<file path="config.mk">
export PLATFORM = sky130hd
export DESIGN_NAME = mltc_line_timing
export DESIGN_NICKNAME = d
export VERILOG_FILES = /design/src/pkg/mltc_pkg.sv /design/src/mltc_line_timing.sv
export VERILOG_INCLUDE_DIRS = /design/src /design/src/pkg
export SDC_FILE = /design/constraint.sdc
export NUM_CORES = 1
export LEC_CHECK = 0
export ABC_AREA = 1
export BUFFER_PORTS_ARGS = -buffer_cell sky130_fd_sc_hd__buf_2
export CAP_MARGIN = 20
export CELL_PAD_IN_SITES_DETAIL_PLACEMENT = 0
export CELL_PAD_IN_SITES_GLOBAL_PLACEMENT = 1
export CORE_MARGIN = 2
export CORE_UTILIZATION = 50
export DETAILED_ROUTE_END_ITERATION = 8
export PLACE_DENSITY_LB_ADDON = 0.15
export SYNTH_ARGS = -nofsm -noshare
export SYNTH_HDL_FRONTEND = slang
export SYNTH_SLANG_ARGS = --single-unit
</file>
<file path="constraint.sdc">
create_clock -name clk_sys -period 10.51 [get_ports clk_sys]
set_input_delay 3.153 -clock clk_sys [delete_from_list [all_inputs] [get_ports clk_sys]]
set_output_delay 3.153 -clock clk_sys [all_outputs]
set_load 0.005 [all_outputs]
</file>
<file path="src/pkg/mltc_map.svh">
// Register indexes, field positions, reset values and timing figures
// Assumes: included by bare name from the package and from the bench
`ifndef MLTC_MAP_SVH
`define MLTC_MAP_SVH

// Register indexes on the load port
`define MLTC_IDX_RATE     3'h0
`define MLTC_IDX_FW_RX    3'h1
`define MLTC_IDX_FW_TX    3'h2
`define MLTC_IDX_PARAM    3'h3
`define MLTC_IDX_RING     3'h4
`define MLTC_IDX_TW_RX    3'h5
`define MLTC_IDX_TW_TX    3'h6
`define MLTC_IDX_MODE     3'h7

// Field positions
`define MLTC_BIT_OWN_RATE 0
`define MLTC_BIT_RATE_SRC 1
`define MLTC_BIT_LANG     0

// Reset values
`define MLTC_RST_RATE     8'h00
`define MLTC_RST_TURN     8'h01
`define MLTC_RST_PARAM    8'h00
`define MLTC_RST_RING     8'h07
`define MLTC_RST_MODE     8'h00

// Largest valid turnaround count
`define MLTC_TURN_MAX     8'h90

// Timing figures
`define MLTC_CLK_NS       50
`define MLTC_TURN_TICK_NS 1750000
`define MLTC_RING_TICK_S  6
`define MLTC_NS_PER_S     1000000000
`define MLTC_TURN_PRE_W   16
`define MLTC_RING_PRE_W   27

`endif

</file>
<file path="src/pkg/mltc_pkg.sv">
// Types shared by the line timing block
// Assumes: the map header sits on the include path
package mltc_pkg;
    `include "mltc_map.svh"

    // Turnaround sequencer states
    typedef enum logic [2:0]
    {
        MLTC_RX_DLY,
        MLTC_RX,
        MLTC_TX_DLY,
        MLTC_TX_CTS,
        MLTC_TX
    } mltc_line_t;

    // Language values of the mode register
    typedef enum logic
    {
        MLTC_EXTENDED_VM_LANGUAGE,
        MLTC_BASIC_VM_LANGUAGE
    } mltc_lang_t;
endpackage

</file>
<file path="src/mltc_line_timing.sv">
// Line rate selection, modem turnaround timing, ring limit and parameter byte
// Assumes: inputs synchronous to clk_sys, host loads registers before use
//
// How it works
// RULE1: Mode bit 0 selects the extended language and 1 the basic one, 0 after reset.
// RULE2: Own-rate bit 0 means high rate and 1 the fall-back rate, 0 after reset.
// RULE3: The own-rate bit matters only while the rate-source bit is 1.
// RULE4: Rate-source 0 follows the downstream rate input, 1 imposes the own rate.
// RULE5: The farthest or lone terminal should impose the rate, nearer ones follow.
// RULE6: Turnaround counts are 8-bit tick counts of 1.75 ms, valid from 0x00 to 0x90.
// RULE7: In four-wire mode the four-wire receive delay runs before receive sampling.
// RULE8: After raising request-to-send the transmit delay runs, then clear-to-send gates transmit.
// RULE9: The four-wire transmit delay is used only with line type 0 and clear-to-send use 1.
// RULE10: In two-wire mode the two-wire receive delay runs before receive sampling.
// RULE11: The two-wire transmit delay is used only with line type 1 and clear-to-send use 1.
// RULE12: Both receive delays and the four-wire transmit delay reset to one tick.
// RULE13: A dial attempt waits ring count times 6 s for an answer, then disconnects.
// RULE14: The ring count resets to 0x07, a 42 s wait.
// RULE15: The 8-bit parameter byte resets to 0 and passes unchanged to the procedure.
// RULE16: The host loads rates, delays and ring limit before starting the procedure.
// RULE17: Delays count down one per derived 1.75 ms or 6 s tick until zero.
`timescale 1ns/100ps

module mltc_line_timing
    import mltc_pkg::*;
#(
    parameter int TURN_TICK_CYC = (`MLTC_TURN_TICK_NS + `MLTC_CLK_NS - 1) / `MLTC_CLK_NS,
    parameter int RING_TICK_CYC = `MLTC_RING_TICK_S * (`MLTC_NS_PER_S / `MLTC_CLK_NS)
)
(
    input  wire logic       clk_sys,
    input  wire logic       reset,
    input  wire logic       cfg_wr,
    input  wire logic [2:0] cfg_idx,
    input  wire logic [7:0] cfg_wdata,
    output logic      [7:0] cfg_rdata_ff,
    input  wire logic       line_two_wire,
    input  wire logic       cts_use,
    input  wire logic       rts_req,
    input  wire logic       cts_in,
    input  wire logic       downstream_rate_low,
    input  wire logic       dial_start,
    input  wire logic       dial_answer,
    output logic            rts_ff,
    output logic            tx_enable_ff,
    output logic            rx_sample_ff,
    output logic            line_rate_low_ff,
    output logic            dial_disconnect_ff,
    output logic            basic_vm_language_ff,
    output logic      [7:0] proc_param_ff
);

    ////////////////////////////////////////////////////////////////////////
    // Configuration registers

    logic [7:0] cfg_ff  [8];
    logic [7:0] nxt_cfg [8];

    // Per-entry load; write strobe selects one entry
    for (genvar gi = 0; gi < 8; gi++)
    begin : g_cfg
        always_comb
        begin
            nxt_cfg[gi] = (cfg_wr && cfg_idx == 3'(gi)) ? cfg_wdata : cfg_ff[gi];
        end

        // Reset values are constants per entry; the rest are turnaround delays
        always_ff @(posedge clk_sys or posedge reset)
        begin
            if (reset)
            begin
                if (3'(gi) == `MLTC_IDX_RING)
                    cfg_ff[gi] <= `MLTC_RST_RING;     // RULE14
                else if (3'(gi) == `MLTC_IDX_RATE)
                    cfg_ff[gi] <= `MLTC_RST_RATE;     // RULE2
                else if (3'(gi) == `MLTC_IDX_PARAM)
                    cfg_ff[gi] <= `MLTC_RST_PARAM;    // RULE15
                else if (3'(gi) == `MLTC_IDX_MODE)
                    cfg_ff[gi] <= `MLTC_RST_MODE;     // RULE1
                else
                    cfg_ff[gi] <= `MLTC_RST_TURN;     // RULE12
            end
            else
                cfg_ff[gi] <= nxt_cfg[gi];
        end
    end

    // Counts above the valid range are held at the top of the range
    function automatic logic [7:0] turn_clip(input logic [7:0] cnt);
        return (cnt > `MLTC_TURN_MAX) ? `MLTC_TURN_MAX : cnt;  // RULE6
    endfunction

    ////////////////////////////////////////////////////////////////////////
    // Turnaround sequencer

    mltc_line_t                        line_ff;
    mltc_line_t                        nxt_line;
    logic [7:0]                        turn_cnt_ff;
    logic [7:0]                        nxt_turn_cnt;
    logic [`MLTC_TURN_PRE_W-1:0]       turn_pre_ff;
    logic [`MLTC_TURN_PRE_W-1:0]       nxt_turn_pre;
    logic                              turn_tick;
    logic                              turn_load;
    logic [7:0]                        turn_value;
    logic                              nxt_rts;
    logic                              nxt_tx_enable;
    logic                              nxt_rx_sample;

    // Prescaler restarts on each load so the first tick is a full one
    assign turn_tick = (turn_pre_ff == `MLTC_TURN_PRE_W'(TURN_TICK_CYC - 1));  // RULE17

    always_comb
    begin
        nxt_line   = line_ff;
        turn_load  = 1'b0;
        turn_value = 8'h00;
        case (line_ff)
            MLTC_RX_DLY, MLTC_RX:
            begin
                if (rts_req)
                begin
                    turn_load = 1'b1;
                    // Without clear-to-send use there is no wait at all
                    if (!cts_use)
                        nxt_line = MLTC_TX;
                    else
                    begin
                        nxt_line   = MLTC_TX_DLY;                              // RULE8
                        turn_value = line_two_wire ? cfg_ff[`MLTC_IDX_TW_TX]   // RULE11
                                                   : cfg_ff[`MLTC_IDX_FW_TX];  // RULE9
                    end
                end
                else if (line_ff == MLTC_RX_DLY && turn_cnt_ff == 8'h00)
                    nxt_line = MLTC_RX;
            end
            MLTC_TX_DLY, MLTC_TX_CTS, MLTC_TX:
            begin
                if (!rts_req)
                begin
                    turn_load  = 1'b1;
                    nxt_line   = MLTC_RX_DLY;
                    turn_value = line_two_wire ? cfg_ff[`MLTC_IDX_TW_RX]       // RULE10
                                               : cfg_ff[`MLTC_IDX_FW_RX];      // RULE7
                end
                else if (line_ff == MLTC_TX_DLY && turn_cnt_ff == 8'h00)
                    nxt_line = MLTC_TX_CTS;
                else if (line_ff == MLTC_TX_CTS && cts_in)
                    nxt_line = MLTC_TX;                                        // RULE8
            end
            default:
                nxt_line = MLTC_RX_DLY;
        endcase

        // Count down once per tick, hold at zero
        if (turn_load)
        begin
            nxt_turn_cnt = turn_clip(turn_value);
            nxt_turn_pre = '0;
        end
        else
        begin
            nxt_turn_cnt = (turn_tick && turn_cnt_ff != 8'h00) ? turn_cnt_ff - 8'h01
                                                               : turn_cnt_ff;  // RULE17
            nxt_turn_pre = turn_tick ? '0 : turn_pre_ff + `MLTC_TURN_PRE_W'(1);
        end

        nxt_rts       = (nxt_line == MLTC_TX_DLY || nxt_line == MLTC_TX_CTS || nxt_line == MLTC_TX);
        nxt_tx_enable = (nxt_line == MLTC_TX);
        nxt_rx_sample = (nxt_line == MLTC_RX);
    end

    // Reset starts in receive wait with one tick, as after a turnaround
    always_ff @(posedge clk_sys or posedge reset)
    begin
        if (reset)
        begin
            line_ff      <= MLTC_RX_DLY;
            turn_cnt_ff  <= `MLTC_RST_TURN;
            turn_pre_ff  <= '0;
            rts_ff       <= 1'b0;
            tx_enable_ff <= 1'b0;
            rx_sample_ff <= 1'b0;
        end
        else
        begin
            line_ff      <= nxt_line;
            turn_cnt_ff  <= nxt_turn_cnt;
            turn_pre_ff  <= nxt_turn_pre;
            rts_ff       <= nxt_rts;
            tx_enable_ff <= nxt_tx_enable;
            rx_sample_ff <= nxt_rx_sample;
        end
    end

    ////////////////////////////////////////////////////////////////////////
    // Ring limit timer for dial attempts

    logic                              dial_active_ff;
    logic                              nxt_dial_active;
    logic [7:0]                        ring_cnt_ff;
    logic [7:0]                        nxt_ring_cnt;
    logic [`MLTC_RING_PRE_W-1:0]       ring_pre_ff;
    logic [`MLTC_RING_PRE_W-1:0]       nxt_ring_pre;
    logic                              ring_tick;
    logic                              nxt_dial_disconnect;

    assign ring_tick = (ring_pre_ff == `MLTC_RING_PRE_W'(RING_TICK_CYC - 1));  // RULE17

    // Disconnect stays up until the next attempt starts
    always_comb
    begin
        nxt_dial_active     = dial_active_ff;
        nxt_ring_cnt        = ring_cnt_ff;
        nxt_ring_pre        = ring_tick ? '0 : ring_pre_ff + `MLTC_RING_PRE_W'(1);
        nxt_dial_disconnect = dial_disconnect_ff;
        if (dial_start)
        begin
            nxt_dial_active     = 1'b1;
            nxt_ring_cnt        = cfg_ff[`MLTC_IDX_RING];                      // RULE13
            nxt_ring_pre        = '0;
            nxt_dial_disconnect = 1'b0;
        end
        else if (dial_active_ff)
        begin
            if (dial_answer)
                nxt_dial_active = 1'b0;
            else if (ring_cnt_ff == 8'h00)
            begin
                nxt_dial_active     = 1'b0;
                nxt_dial_disconnect = 1'b1;                                    // RULE13
            end
            else if (ring_tick)
                nxt_ring_cnt = ring_cnt_ff - 8'h01;                            // RULE17
        end
    end

    always_ff @(posedge clk_sys or posedge reset)
    begin
        if (reset)
        begin
            dial_active_ff     <= 1'b0;
            ring_cnt_ff        <= 8'h00;
            ring_pre_ff        <= '0;
            dial_disconnect_ff <= 1'b0;
        end
        else
        begin
            dial_active_ff     <= nxt_dial_active;
            ring_cnt_ff        <= nxt_ring_cnt;
            ring_pre_ff        <= nxt_ring_pre;
            dial_disconnect_ff <= nxt_dial_disconnect;
        end
    end

    ////////////////////////////////////////////////////////////////////////
    // Rate, language, parameter and read-back outputs

    logic       nxt_rate_low;
    logic [7:0] nxt_rdata;

    // Own rate applies only in control mode, else follow downstream
    always_comb
    begin
        nxt_rate_low = cfg_ff[`MLTC_IDX_RATE][`MLTC_BIT_RATE_SRC]
                     ? cfg_ff[`MLTC_IDX_RATE][`MLTC_BIT_OWN_RATE]              // RULE3
                     : downstream_rate_low;                                    // RULE4
        nxt_rdata    = cfg_ff[cfg_idx];
    end

    always_ff @(posedge clk_sys or posedge reset)
    begin
        if (reset)
        begin
            line_rate_low_ff     <= 1'b0;
            basic_vm_language_ff <= 1'b0;
            proc_param_ff        <= 8'h00;
            cfg_rdata_ff         <= 8'h00;
        end
        else
        begin
            line_rate_low_ff     <= nxt_rate_low;                              // RULE2
            basic_vm_language_ff <= cfg_ff[`MLTC_IDX_MODE][`MLTC_BIT_LANG];    // RULE1
            proc_param_ff        <= cfg_ff[`MLTC_IDX_PARAM];                   // RULE15
            cfg_rdata_ff         <= nxt_rdata;
        end
    end
endmodule
</file>
* Yosys cells after proc, flatten, opt, wreduce, memory -nomap -nowiden
Cells that the tools add are included.
** Storage, ports and cells
- Register bits :: 149
- Bits of input ports :: 21
- Output and inout port bits :: 22
- Word-level logic and storage cells :: 115
** Operators by class
- Add/subtract/negate cells :: 4
- $lt $le $gt $ge :: 2
- Equal/unequal tests :: 19
- Muxes and demuxes :: 40
- Bitwise logic cells :: 1
- Reductions and logical operators :: 27
** Operators with widths (number)
- two-way mux 8 bit :: 15
- two-way mux 27 bit :: 2
- two-way mux 16 bit :: 2
- adder 27 x 1 -> 27 bit, second input constant :: 1
- equality test 27 bit, second input constant :: 1
- binary-select mux 8 bit (select 3 bit) :: 1
- equality test 3 x 2 -> 1 bit, second input constant :: 6
- equality test 3 bit, second input constant :: 6
- two-way mux 3 bit :: 6
- adder 16 x 1 -> 16 bit, second input constant :: 1
- equality test 16 bit, second input constant :: 1
- zero test 8 bit :: 2
- case mux 8 bit (2 select lines) :: 1
- subtractor 8 x 1 -> 8 bit, second input constant :: 2
- logical AND 1 bit :: 12
- two-way mux 1 bit :: 11
- equality test 3 x 1 -> 1 bit, second input constant :: 3
- greater-than comparator 8 bit, second input constant :: 1
- nonzero test 2 bit :: 4
- nonzero test 8 bit :: 1
- zero test 3 bit :: 2
- case mux 3 bit (2 select lines) :: 1
- greater-or-equal comparator 4 bit, second input constant :: 1
- != test 2 bit, second input constant :: 2
- other kinds (7) :: 8

* Longest topological paths before layout
Gate-level depths: netlist (run 1).
- Depth in word-level cells :: 9
- Gate-level depth with buffers :: 14
- Mapped depth without buffers :: 13

* Worst setup path after synthesis (run 1)
No wires, ideal clock.
- Path type :: input port to flip-flop
- Start :: in rts_req
- End :: reg turn_cnt_ff[4]
- Library setup time :: 117 ps
- Data arrival time :: 4206 ps
- Required time :: 10393 ps
- Setup slack :: 6186 ps
- Stages on the path :: 13
- Path buffers :: 1
- Path through :: buf_2 > inv_1 > nand2_1 > nor2_1 > inv_1 > nand2_1 > nand2_1 > nor2_1 > nand2_1 > nand2_2 > nand2_1 > nand2_1 > nand2_1
** On the way
- Longest elaborated chain between the ends :: 5
- Elaborated cells between the ends (all ways) :: 10
- Classes of those cells :: order compare (1); mux (8); reduce/logical (1)
** Ends and longest elaborated chain
- from (decl) :: RTL line mltc_line_timing.sv:39 : input wire logic rts_req,
- two-way mux 8 bit, on equally long branches :: RTL line mltc_line_timing.sv:138, mltc_line_timing.sv:120
- case mux 8 bit (2 select lines) :: RTL line mltc_line_timing.sv:117 : case (line_ff)
- greater-than comparator 8 bit (no source line)
- two-way mux 8 bit :: RTL line mltc_line_timing.sv:90 : return (cnt > `MLTC_TURN_MAX) ? `MLTC_TURN_MAX : cnt;
- two-way mux 8 bit :: RTL line mltc_line_timing.sv:155 : if (turn_load)
- to (signal assigned) :: RTL line mltc_line_timing.sv:178 : turn_cnt_ff <= `MLTC_RST_TURN;
- to (signal assigned) :: RTL line mltc_line_timing.sv:187 : turn_cnt_ff <= nxt_turn_cnt;
- to (decl) :: RTL line mltc_line_timing.sv:98 : logic [7:0] turn_cnt_ff;
Several ways; a longest one is shown, not always the timed one.
A chain may end at the register's enable or synchronous reset.

* Final worst setup path (run 1)
- Start :: in cfg_idx[0]
- End :: reg cfg_ff[43] (netlist name)
** On the way
- Longest elaborated chain between the ends :: 2
** Ends and longest elaborated chain
- from (decl) :: RTL line mltc_line_timing.sv:34 : input wire logic [2:0] cfg_idx,
- equality test 3 x 2 -> 1 bit :: RTL line mltc_line_timing.sv:64 : nxt_cfg[gi] = (cfg_wr && cfg_idx == 3'(gi)) ? cfg_wdata : cfg_ff[gi];
- logical AND 1 bit :: RTL line mltc_line_timing.sv:64
- to (signal, indexed assignment) :: RTL line mltc_line_timing.sv:73 : cfg_ff[gi] <= `MLTC_RST_RING;
- to (signal, indexed assignment) :: RTL line mltc_line_timing.sv:75 : cfg_ff[gi] <= `MLTC_RST_RATE;
- to (signal, indexed assignment) :: RTL line mltc_line_timing.sv:77 : cfg_ff[gi] <= `MLTC_RST_PARAM;
- to (decl) :: RTL line mltc_line_timing.sv:56 : logic [7:0] cfg_ff [8];
Every way passes these cells.

==> results of run 1 <==
cell usage in the layout (no fill, tap or decap), drive strengths merged, types with 8 or more instances in the layout:
cell,netlist,layout
nor3b,9,9
dfrtp,141,141
clkbuf,11,23
nor2,122,122
a21oi,24,24
nand3,30,30
nand2,234,234
nor3,26,26
xor2,21,21
buf,9,44
o21ai,109,109
inv,109,109
dfstp,8,8
nand4,19,19
critical path: cells and delay by family:
family / cells / cell delay, ns
compound gates: 1 / 0.11
buf+inv: 3 / 0.53
simple gates: 3 / 0.96
power by group through the flow:
stage / clock network [mW] / registers, mW / logic [mW]
after floorplan: 0 / 0.725 / 0.212
after detailed placement: 0 / 0.750 / 0.289
after global routing: 0.669 / 0.754 / 0.338
after global placement: 0 / 0.751 / 0.285
final: 0.634 / 0.743 / 0.292
after CTS: 0.642 / 0.742 / 0.290
stage by stage:
stage | power (mW) | hold slack, ns | area (um^2) | worst slack (ns)
finish | 1.67 | 0.442 | 8500 | 6.08
global route | 1.76 | 0.447 | 8500 | 5.94
CTS | 1.67 | 0.438 | 8480 | 6.08
detailed placement | 1.04 | 0.423 | 7870 | 5.64
global placement | 1.04 | 0.428 | 7870 | 5.66
floorplan | 0.937 | 0.374 | 7510 | 3.36
sequential cells by signal (all words and copies together) (netlist names):
signal	cells
dial_disconnect_ff	1
basic_vm_language_ff	1
dial_active_ff	1
cfg_ff	64
turn_cnt_ff	8
ring_pre_ff	27
proc_param_ff	8
line_rate_low_ff	1
turn_pre_ff	16
ring_cnt_ff	8
line_ff	3
rx_sample_ff	1
rts_ff	1
cfg_rdata_ff	8
tx_enable_ff	1
metal layers:
layer,vias to the layer above,GRT usage,routed length [um]
met2,164,0.400,8920
met3,30,0.0553,910
met4,0,0.0769,310
met1,2981,0.368,9220
met5,-,0,0
li1,3143,-,-
path summary, 6_finish.rpt:
path                                         endpoint  slack (ns)
min in group asynchronous   ring_pre_ff[17]$_DFF_PP0_        2.81
hold / removal             proc_param_ff[3]$_DFF_PP0_        0.44
setup reg to reg           ring_cnt_ff[6]$_DFFE_PP0P_        8.43
max in group asynchronous      cfg_ff[16]$_DFFE_PP1P_        6.37
setup / recovery               cfg_ff[43]$_DFFE_PP0P_        6.08
hold reg to reg            proc_param_ff[3]$_DFF_PP0_        0.44
layout make-up:
| type | instances | area (um^2) |
|---|---|---|
| clock buffers | 23 | 478 |
| clock inverters | 9 | 128 |
| flip-flops and latches | 149 | 3740 |
| repair buffers | 44 | 238 |
| fillers | 1337 | 6090 |
| well taps | 184 | 230 |
| inverters | 112 | 430 |
| multi-input cells | 653 | 3260 |
kinds of logic after synthesis:
family / synth area share
and+or+nand+nor: 0.264
muxes: 0.00416
xor gates and xnor gates: 0.0280
AOI/OAI and AO/OA: 0.128
DFF: 0.498
buffers and inverters: 0.0691
adders and majority gates: 0.00999
==> reports/results.tsv, run 1 <==
metric	value	unit
synth_ff_type	dfrtp_1	
cp_cell_sequence	buf_2 > inv_1 > nand2_1 > clkinv_1 > nand2_1 > nand2_1 > o21ai_0	
place_congestion	0.858	
crit_type	input port to register	
critPathMaxStageDelay	0.52	ns
clock_path_buffers	2	
period_minus_slack	4.43	ns
yosysWarnings	0	
pin_count	43	
syn_area	7510	um^2
cts_buffers	17	
grt_pass1_wl	32400	um
utilization	0.583	
wire_per_inst	16.5	um
die_w	127	um
maxSlewHeadroom	0.406	
r2r-start	ring_pre_ff[0]$_DFF_PP0_	
p_switching	0.501	mW
syn_avg_cell_area	8.05	um^2
p_leak	3.96	nW
grt_setup_unrepaired	false	
firstDrtPassIters	8	
cpMostUsedCell	nand2_1	
start_util	0.515	
drive_gt1_frac	0.117	
worstSetupEndpointType	register	
io_buffers	42	
timing.final.crit_share	0.422	
grt_max_degree	85	
setup_viol	0	
via_per_inst	5.38	
drv_slew	0	
cts_post_setup_buffers_inserted	0	
grt_antenna_before_repair	0	
hold_path_depth	0	
p_sw_frac	0.300	
drc	0	
htree_levels	4	
overflow	0	
critical_path_arrival	4.76	ns
outcome	completed	
yosysUniqueCellTypes	50	
die_h	127	um
first_iter_violations	507	
synthTopCellsByCount	224 x nand2_1, 141 x dfrtp_1, 117 x nor2_1	
dp_cells	1141	
skew	0.0104	ns
tightestPinTransition	0.882	ns
cts_tree	built	
powerDensity	196	nW/um^2
hpwlAfterDp	13600	um
cts_hold_buf	0	
min_from	cfg_ff[35]$_DFFE_PP0P_	
comb_power_share	0.175	
ys_seq_elements	149	
ctsResizeCount	0	
synth_top_cell_area_share	0.470	
cts-root-buf	clkbuf_16	
ir_worst_vdd	132	uV
maxCapViolations	0	
tns	0	ns
clock_latency	0.43	ns
cp-start-kind	input port	
synth_nets	961	
core_area	14600	um^2
worstRegToRegCells	11	
fmax	0.226	GHz
critPathLaunch	cfg_idx[0]	
num_rows	44	
grt_pass1_vias	6168	
p_int	1.17	mW
fin_cells	1174	
area_growth	13.1	%
cp.required	10.84	ns
num_antenna_cells	0	
track_usage	0.258	
wl	19400	um
hp-class	register to register	
hold_viol_final	0	
yosysTopAreaCell	dfrtp_1	
seq_area_frac_synth	0.498	
synth_async_sr_flop_share	1.00	
finalNetCount	1004	
yosys-top-cells-area	dfrtp_1 47%, nand2_1 11%, o21ai_0 6.6%	
dr_total_vias	6318	
synth_edf_count	0	
power_frac_clock	0.380	
path_clk_slew	0.06	ns
die_area	16000	um^2
syn_inst	934	
cpMaxStageDelayCell	nand2_1	
crit_fanout	16	
synthMostInstantiatedCell	nand2_1	
power_frac_seq	0.445	
detail-route-antenna-nets	0	
clock_sinks	149	
Note: power is estimated with default switching activity, not from simulation.
==> run 2: changes to the inputs <==
Settings changed: CORE_UTILIZATION 50 to 46.
Clock period 10.51 ns to 4.3 ns, I/O delays scaled along.
==> run 2 against run 1 <==
- power is 140% higher
- cell area is 0.53% higher
- sequential cell count stayed put
- worst setup slack worse by 4.3 ns
- largest cell class unchanged
- highest routed layer unchanged
==> reports/results.tsv, run 2 (same netlist as run 1, synthesis figures left out) <==
metric	value	unit
num_rows	46	
top_register	cfg_ff	
cp.required	4.65	ns
clock_path_buffers	2	
track_usage	0.232	
hp-class	register to register	
clock_sinks	149	
grt_max_degree	59	
mostFrequentLayoutCells	224 x nand2_1, 141 x dfrtp_1, 117 x nor2_1, 104 x inv_1, 99 x o21ai_0	
hold_viol_final	0	
cts-root-buf	clkbuf_16	
detail-route-antenna-nets	0	
placed_area	7950	um^2
drc	0	
die_area	17400	um^2
clock_latency	0.43	ns
maxCapViolations	0	
area_growth	13.7	%
cp-start-kind	input port	
grt_pass1_wl	31800	um
crit_type	input port to register	
drive_gt1_frac	0.120	
worstSetupEndpointType	register	
utilization	0.536	
grt_antenna_before_repair	0	
via_per_inst	5.11	
powerDensity	472	nW/um^2
die_h	132	um
core_area	15900	um^2
drv_slew	0	
dp_cells	1174	
io_buffers	42	
fmax	0.396	GHz
skew	0.0114	ns
overflow	0	
num_antenna_cells	0	
grt_pass1_vias	6085	
cts_buffers	17	
pre_cts_slack	1.33	ns
critical_path_arrival	2.88	ns
cts_post_setup_buffers_inserted	0	
outcome	completed	
p_leak	3.97	nW
finalNetCount	1004	
tightestPinTransition	0.863	ns
dr_total_vias	6161	
htree_levels	4	
maxSlewHeadroom	0.418	
report.power.total	4.03	mW
tns	0	ns
start_util	0.471	
setup_viol	0	
place_congestion	0.862	
path_clk_slew	0.07	ns
crit_fanout	29	
fin_area	8540	um^2
fin_hold_ws	0.451	ns
firstDrtPassIters	5	
fin_ws	1.77	ns
cts_tree	built	
ctsResizeCount	0	
period_minus_slack	2.53	ns
timing.final.crit_share	0.588	
grt_setup_unrepaired	false	
die_w	132	um
pin_count	43	
wire_per_inst	15.8	um
ir_worst_vdd	322	uV
largest_register_ffs	64	
wl	19000	um
fin_cells	1206	
cts_hold_buf	0	
reg_top3	cfg_ff: 64 flops, ring_pre_ff: 27 flops, turn_pre_ff: 16 flops	
hpwlAfterDp	13700	um
layout_commonest_cell	nand2_1	
first_iter_violations	403	
[run 2: final cells by class]
cell class	count	area, um^2
Fill cell	1586	7400
Sequential cell	149	3740
Multi-Input combinational cell	653	3260
Clock buffer	18	439
Inverter	112	429
Tap cell	216	270
Timing Repair Buffer	44	250
Clock inverter	14	160
[run 2: worst max-delay path, cell delays in order]
cell and delay [ns]:
buf_2 0.38, inv_1 0.22, nand2_1 0.11, nand2_1 0.06, nor2_1 0.13, inv_1 0.06, nand2_1 0.08, nand2_1 0.05
nor2_1 0.10, nand2_1 0.07, nand2_2 0.11, nand2_1 0.09, a21oi_1 0.13
[run 2: power by group]
part	internal [mW]	switching [mW]
clock	0.842	0.684
combinational	0.265	0.437
sequential	1.63	0.173
[run 2: path summary, 6_finish.rpt]
kind	from	endpoint	slack, ns	cells past startpoint
setup / recovery	line_two_wire	turn_cnt_ff[5]$_DFFE_PP0P_	1.77	13
hold / removal	cfg_ff[32]$_DFFE_PP0P_	proc_param_ff[0]$_DFF_PP0_	0.45	0
setup reg to reg	ring_pre_ff[0]$_DFF_PP0_	ring_cnt_ff[4]$_DFFE_PP0P_	2.24	11
hold reg to reg	cfg_ff[32]$_DFFE_PP0P_	proc_param_ff[0]$_DFF_PP0_	0.45	0
max in group asynchronous	reset	turn_cnt_ff[0]$_DFFE_PP1P_	2.48	3
min in group asynchronous	reset	proc_param_ff[4]$_DFF_PP0_	1.00	2
[run 2: metal layers]
| metal | global-route usage | part of all wire | vias up |
|---|---|---|---|
| li1 | - | - | 3138 |
| met1 | 0.326 | 0.48 | 2876 |
| met2 | 0.368 | 0.47 | 131 |
| met3 | 0.0434 | 0.033 | 16 |
| met4 | 0.0688 | 0.012 | 0 |
| met5 | 0 | 0 | - |
==> run 3: changes to the inputs <==
Settings changed: CORE_UTILIZATION 46 to 42.
Clock period 4.3 ns to 2.3 ns, I/O delays scaled along.
==> run 3 against run 2 <==
- core utilization shrank 3.2 points
- power rose by 87%
- sequential cell count is the same
- highest routed layer unchanged
- largest power group unchanged
- global-route usage fell by 0.87 points
- register-to-register slack worse by 1.8 ns
- via count is 2.0% higher
- cell count up 3.0%
- cell area is 2.7% higher
- wire length up 2.7%
- critical path depth down 1
==> reports/results.tsv, run 3 (same netlist as run 1, synthesis figures left out) <==
metric	value	unit
outcome	completed	
cts_hold_buf	0	
start_util	0.431	
multi_input_area	3260	um^2
clock_path_buffers	2	
hp-class	input port to asynchronous set/reset pin	
mostFrequentLayoutCells	224 x nand2_1, 141 x dfrtp_1, 117 x nor2_1, 104 x inv_1, 99 x o21ai_0	
utilization	0.504	
setup_viol	0	
skew	0.00932	ns
fin_cells	1242	
htree_levels	4	
area_growth	16.8	%
dp_cells	1210	
clock_latency	0.43	ns
wire_per_inst	15.7	um
crit_fanout	8	
crit_type	register to register	
die_w	138	um
fillCellCount	1762	
worstRegToRegCells	12	
layout_commonest_cell	nand2_1	
maxSlewHeadroom	0.419	
cpMaxStageDelayCell	dfrtp_1	
detail-route-antenna-nets	0	
track_usage	0.223	
p_leak	4.10	nW
r2r-start	line_ff[1]$_DFF_PP0_	
drc	0	
timing.final.crit_share	0.819	
num_rows	48	
r2r-end	turn_cnt_ff[4]$_DFFE_PP0P_	
dr_total_vias	6285	
clock_sinks	149	
tns	0	ns
cts-root-buf	clkbuf_16	
grt_max_degree	30	
cpMostUsedCell	nand2_1	
drive_gt1_frac	0.144	
via_per_inst	5.06	
critPathMaxStageDelay	0.46	ns
pin_count	43	
path_clk_slew	0.07	ns
overflow	0	
first_iter_violations	334	
critPathLaunch	line_ff[1]$_DFF_PP0_	
core_area	17400	um^2
largest_register_ffs	64	
placed_area	8180	um^2
grt_pass1_vias	6166	
cp.required	2.62	ns
maxCapViolations	0	
cts_buffers	17	
r2r_setup_slack	0.42	ns
worstSetupEndpointType	register	
die_h	138	um
wl	19500	um
cts_post_setup_buffers_inserted	0	
io_buffers	42	
critical_path_arrival	2.20	ns
grt_setup_unrepaired	false	
cp-start-kind	register	
num_antenna_cells	0	
fin_area	8780	um^2
period_minus_slack	1.88	ns
ctsResizeCount	0	
grt_pass1_wl	32300	um
cp_cell_sequence	nor2_2 > nand3_2 > inv_2 > nand2_1 > nand2_2 > nand2_1 > nor2_1 > nand2_1 > nand2_2 > nand2_1 > nand2_1 > nand2_1	
drv_slew	0	
ir_worst_vdd	617	uV
top_register	cfg_ff	
hpwlAfterDp	14600	um
fmax	0.531	GHz
cts_tree	built	
place_congestion	0.872	
die_area	19000	um^2
firstDrtPassIters	5	
powerDensity	859	nW/um^2
tightestPinTransition	0.862	ns
grt_antenna_before_repair	0	
finalNetCount	1031	
reg_top3	cfg_ff: 64 flops, ring_pre_ff: 27 flops, turn_pre_ff: 16 flops	
crit_end	turn_cnt_ff[4]$_DFFE_PP0P_	
report.power.total	7.54	mW
seq_area	3740	um^2
hold_viol_final	0	
-- run 3: power breakdown --
part	switching (mW)	total [mW]	internal, mW
Combinational	0.831	1.36	0.526
Clock	1.24	2.81	1.57
Sequential	0.326	3.38	3.05
Total	2.40	7.54	5.15
-- run 3: worst max-delay path, delay by kind of cell (launching register included) --
family | cells | cell delay [ns]
buffers and inverters | 1 | 0.18
AND/OR/NAND/NOR | 11 | 1.14
flip-flops | 1 | 0.46
-- run 3: how the worst min path moves through the flow --
stage	from	to	slack, ns	cells after the start
finish	reset	cfg_ff[1]$_DFFE_PP0P_	0.36	2
detailed placement	cfg_ff[33]$_DFFE_PP0P_	proc_param_ff[1]$_DFF_PP0_	0.42	0
global route	reset	cfg_ff[1]$_DFFE_PP0P_	0.37	2
global placement	cfg_ff[33]$_DFFE_PP0P_	proc_param_ff[1]$_DFF_PP0_	0.42	0
floorplan	cfg_ff[37]$_DFFE_PP0P_	proc_param_ff[5]$_DFF_PP0_	0.37	0
CTS	reset	cfg_ff[35]$_DFFE_PP0P_	0.37	2
-- run 3: through the flow --
stage	hold WS (ns)	setup WS, ns
floorplan	0.374	-0.258
global placement	0.425	0.165
detailed placement	0.419	0.148
CTS	0.369	0.402
global route	0.374	0.192
finish	0.362	0.417
-- run 3: final cells by class --
| class | instances | area share |
|---|---|---|
| repair buffers | 71 | 0.0545 |
| multi-input cells | 653 | 0.371 |
| clock inverters | 14 | 0.0175 |
| clock buffers | 18 | 0.0500 |
| well taps | 225 | 0.0321 |
| flip-flops and latches | 149 | 0.426 |
| inverters | 112 | 0.0489 |
-- run 3: routing by layer --
layer	routed length [um]	track usage
met1	9280	0.299
met2	9320	0.369
met3	577	0.0442
met4	362	0.0624
met5	0	0
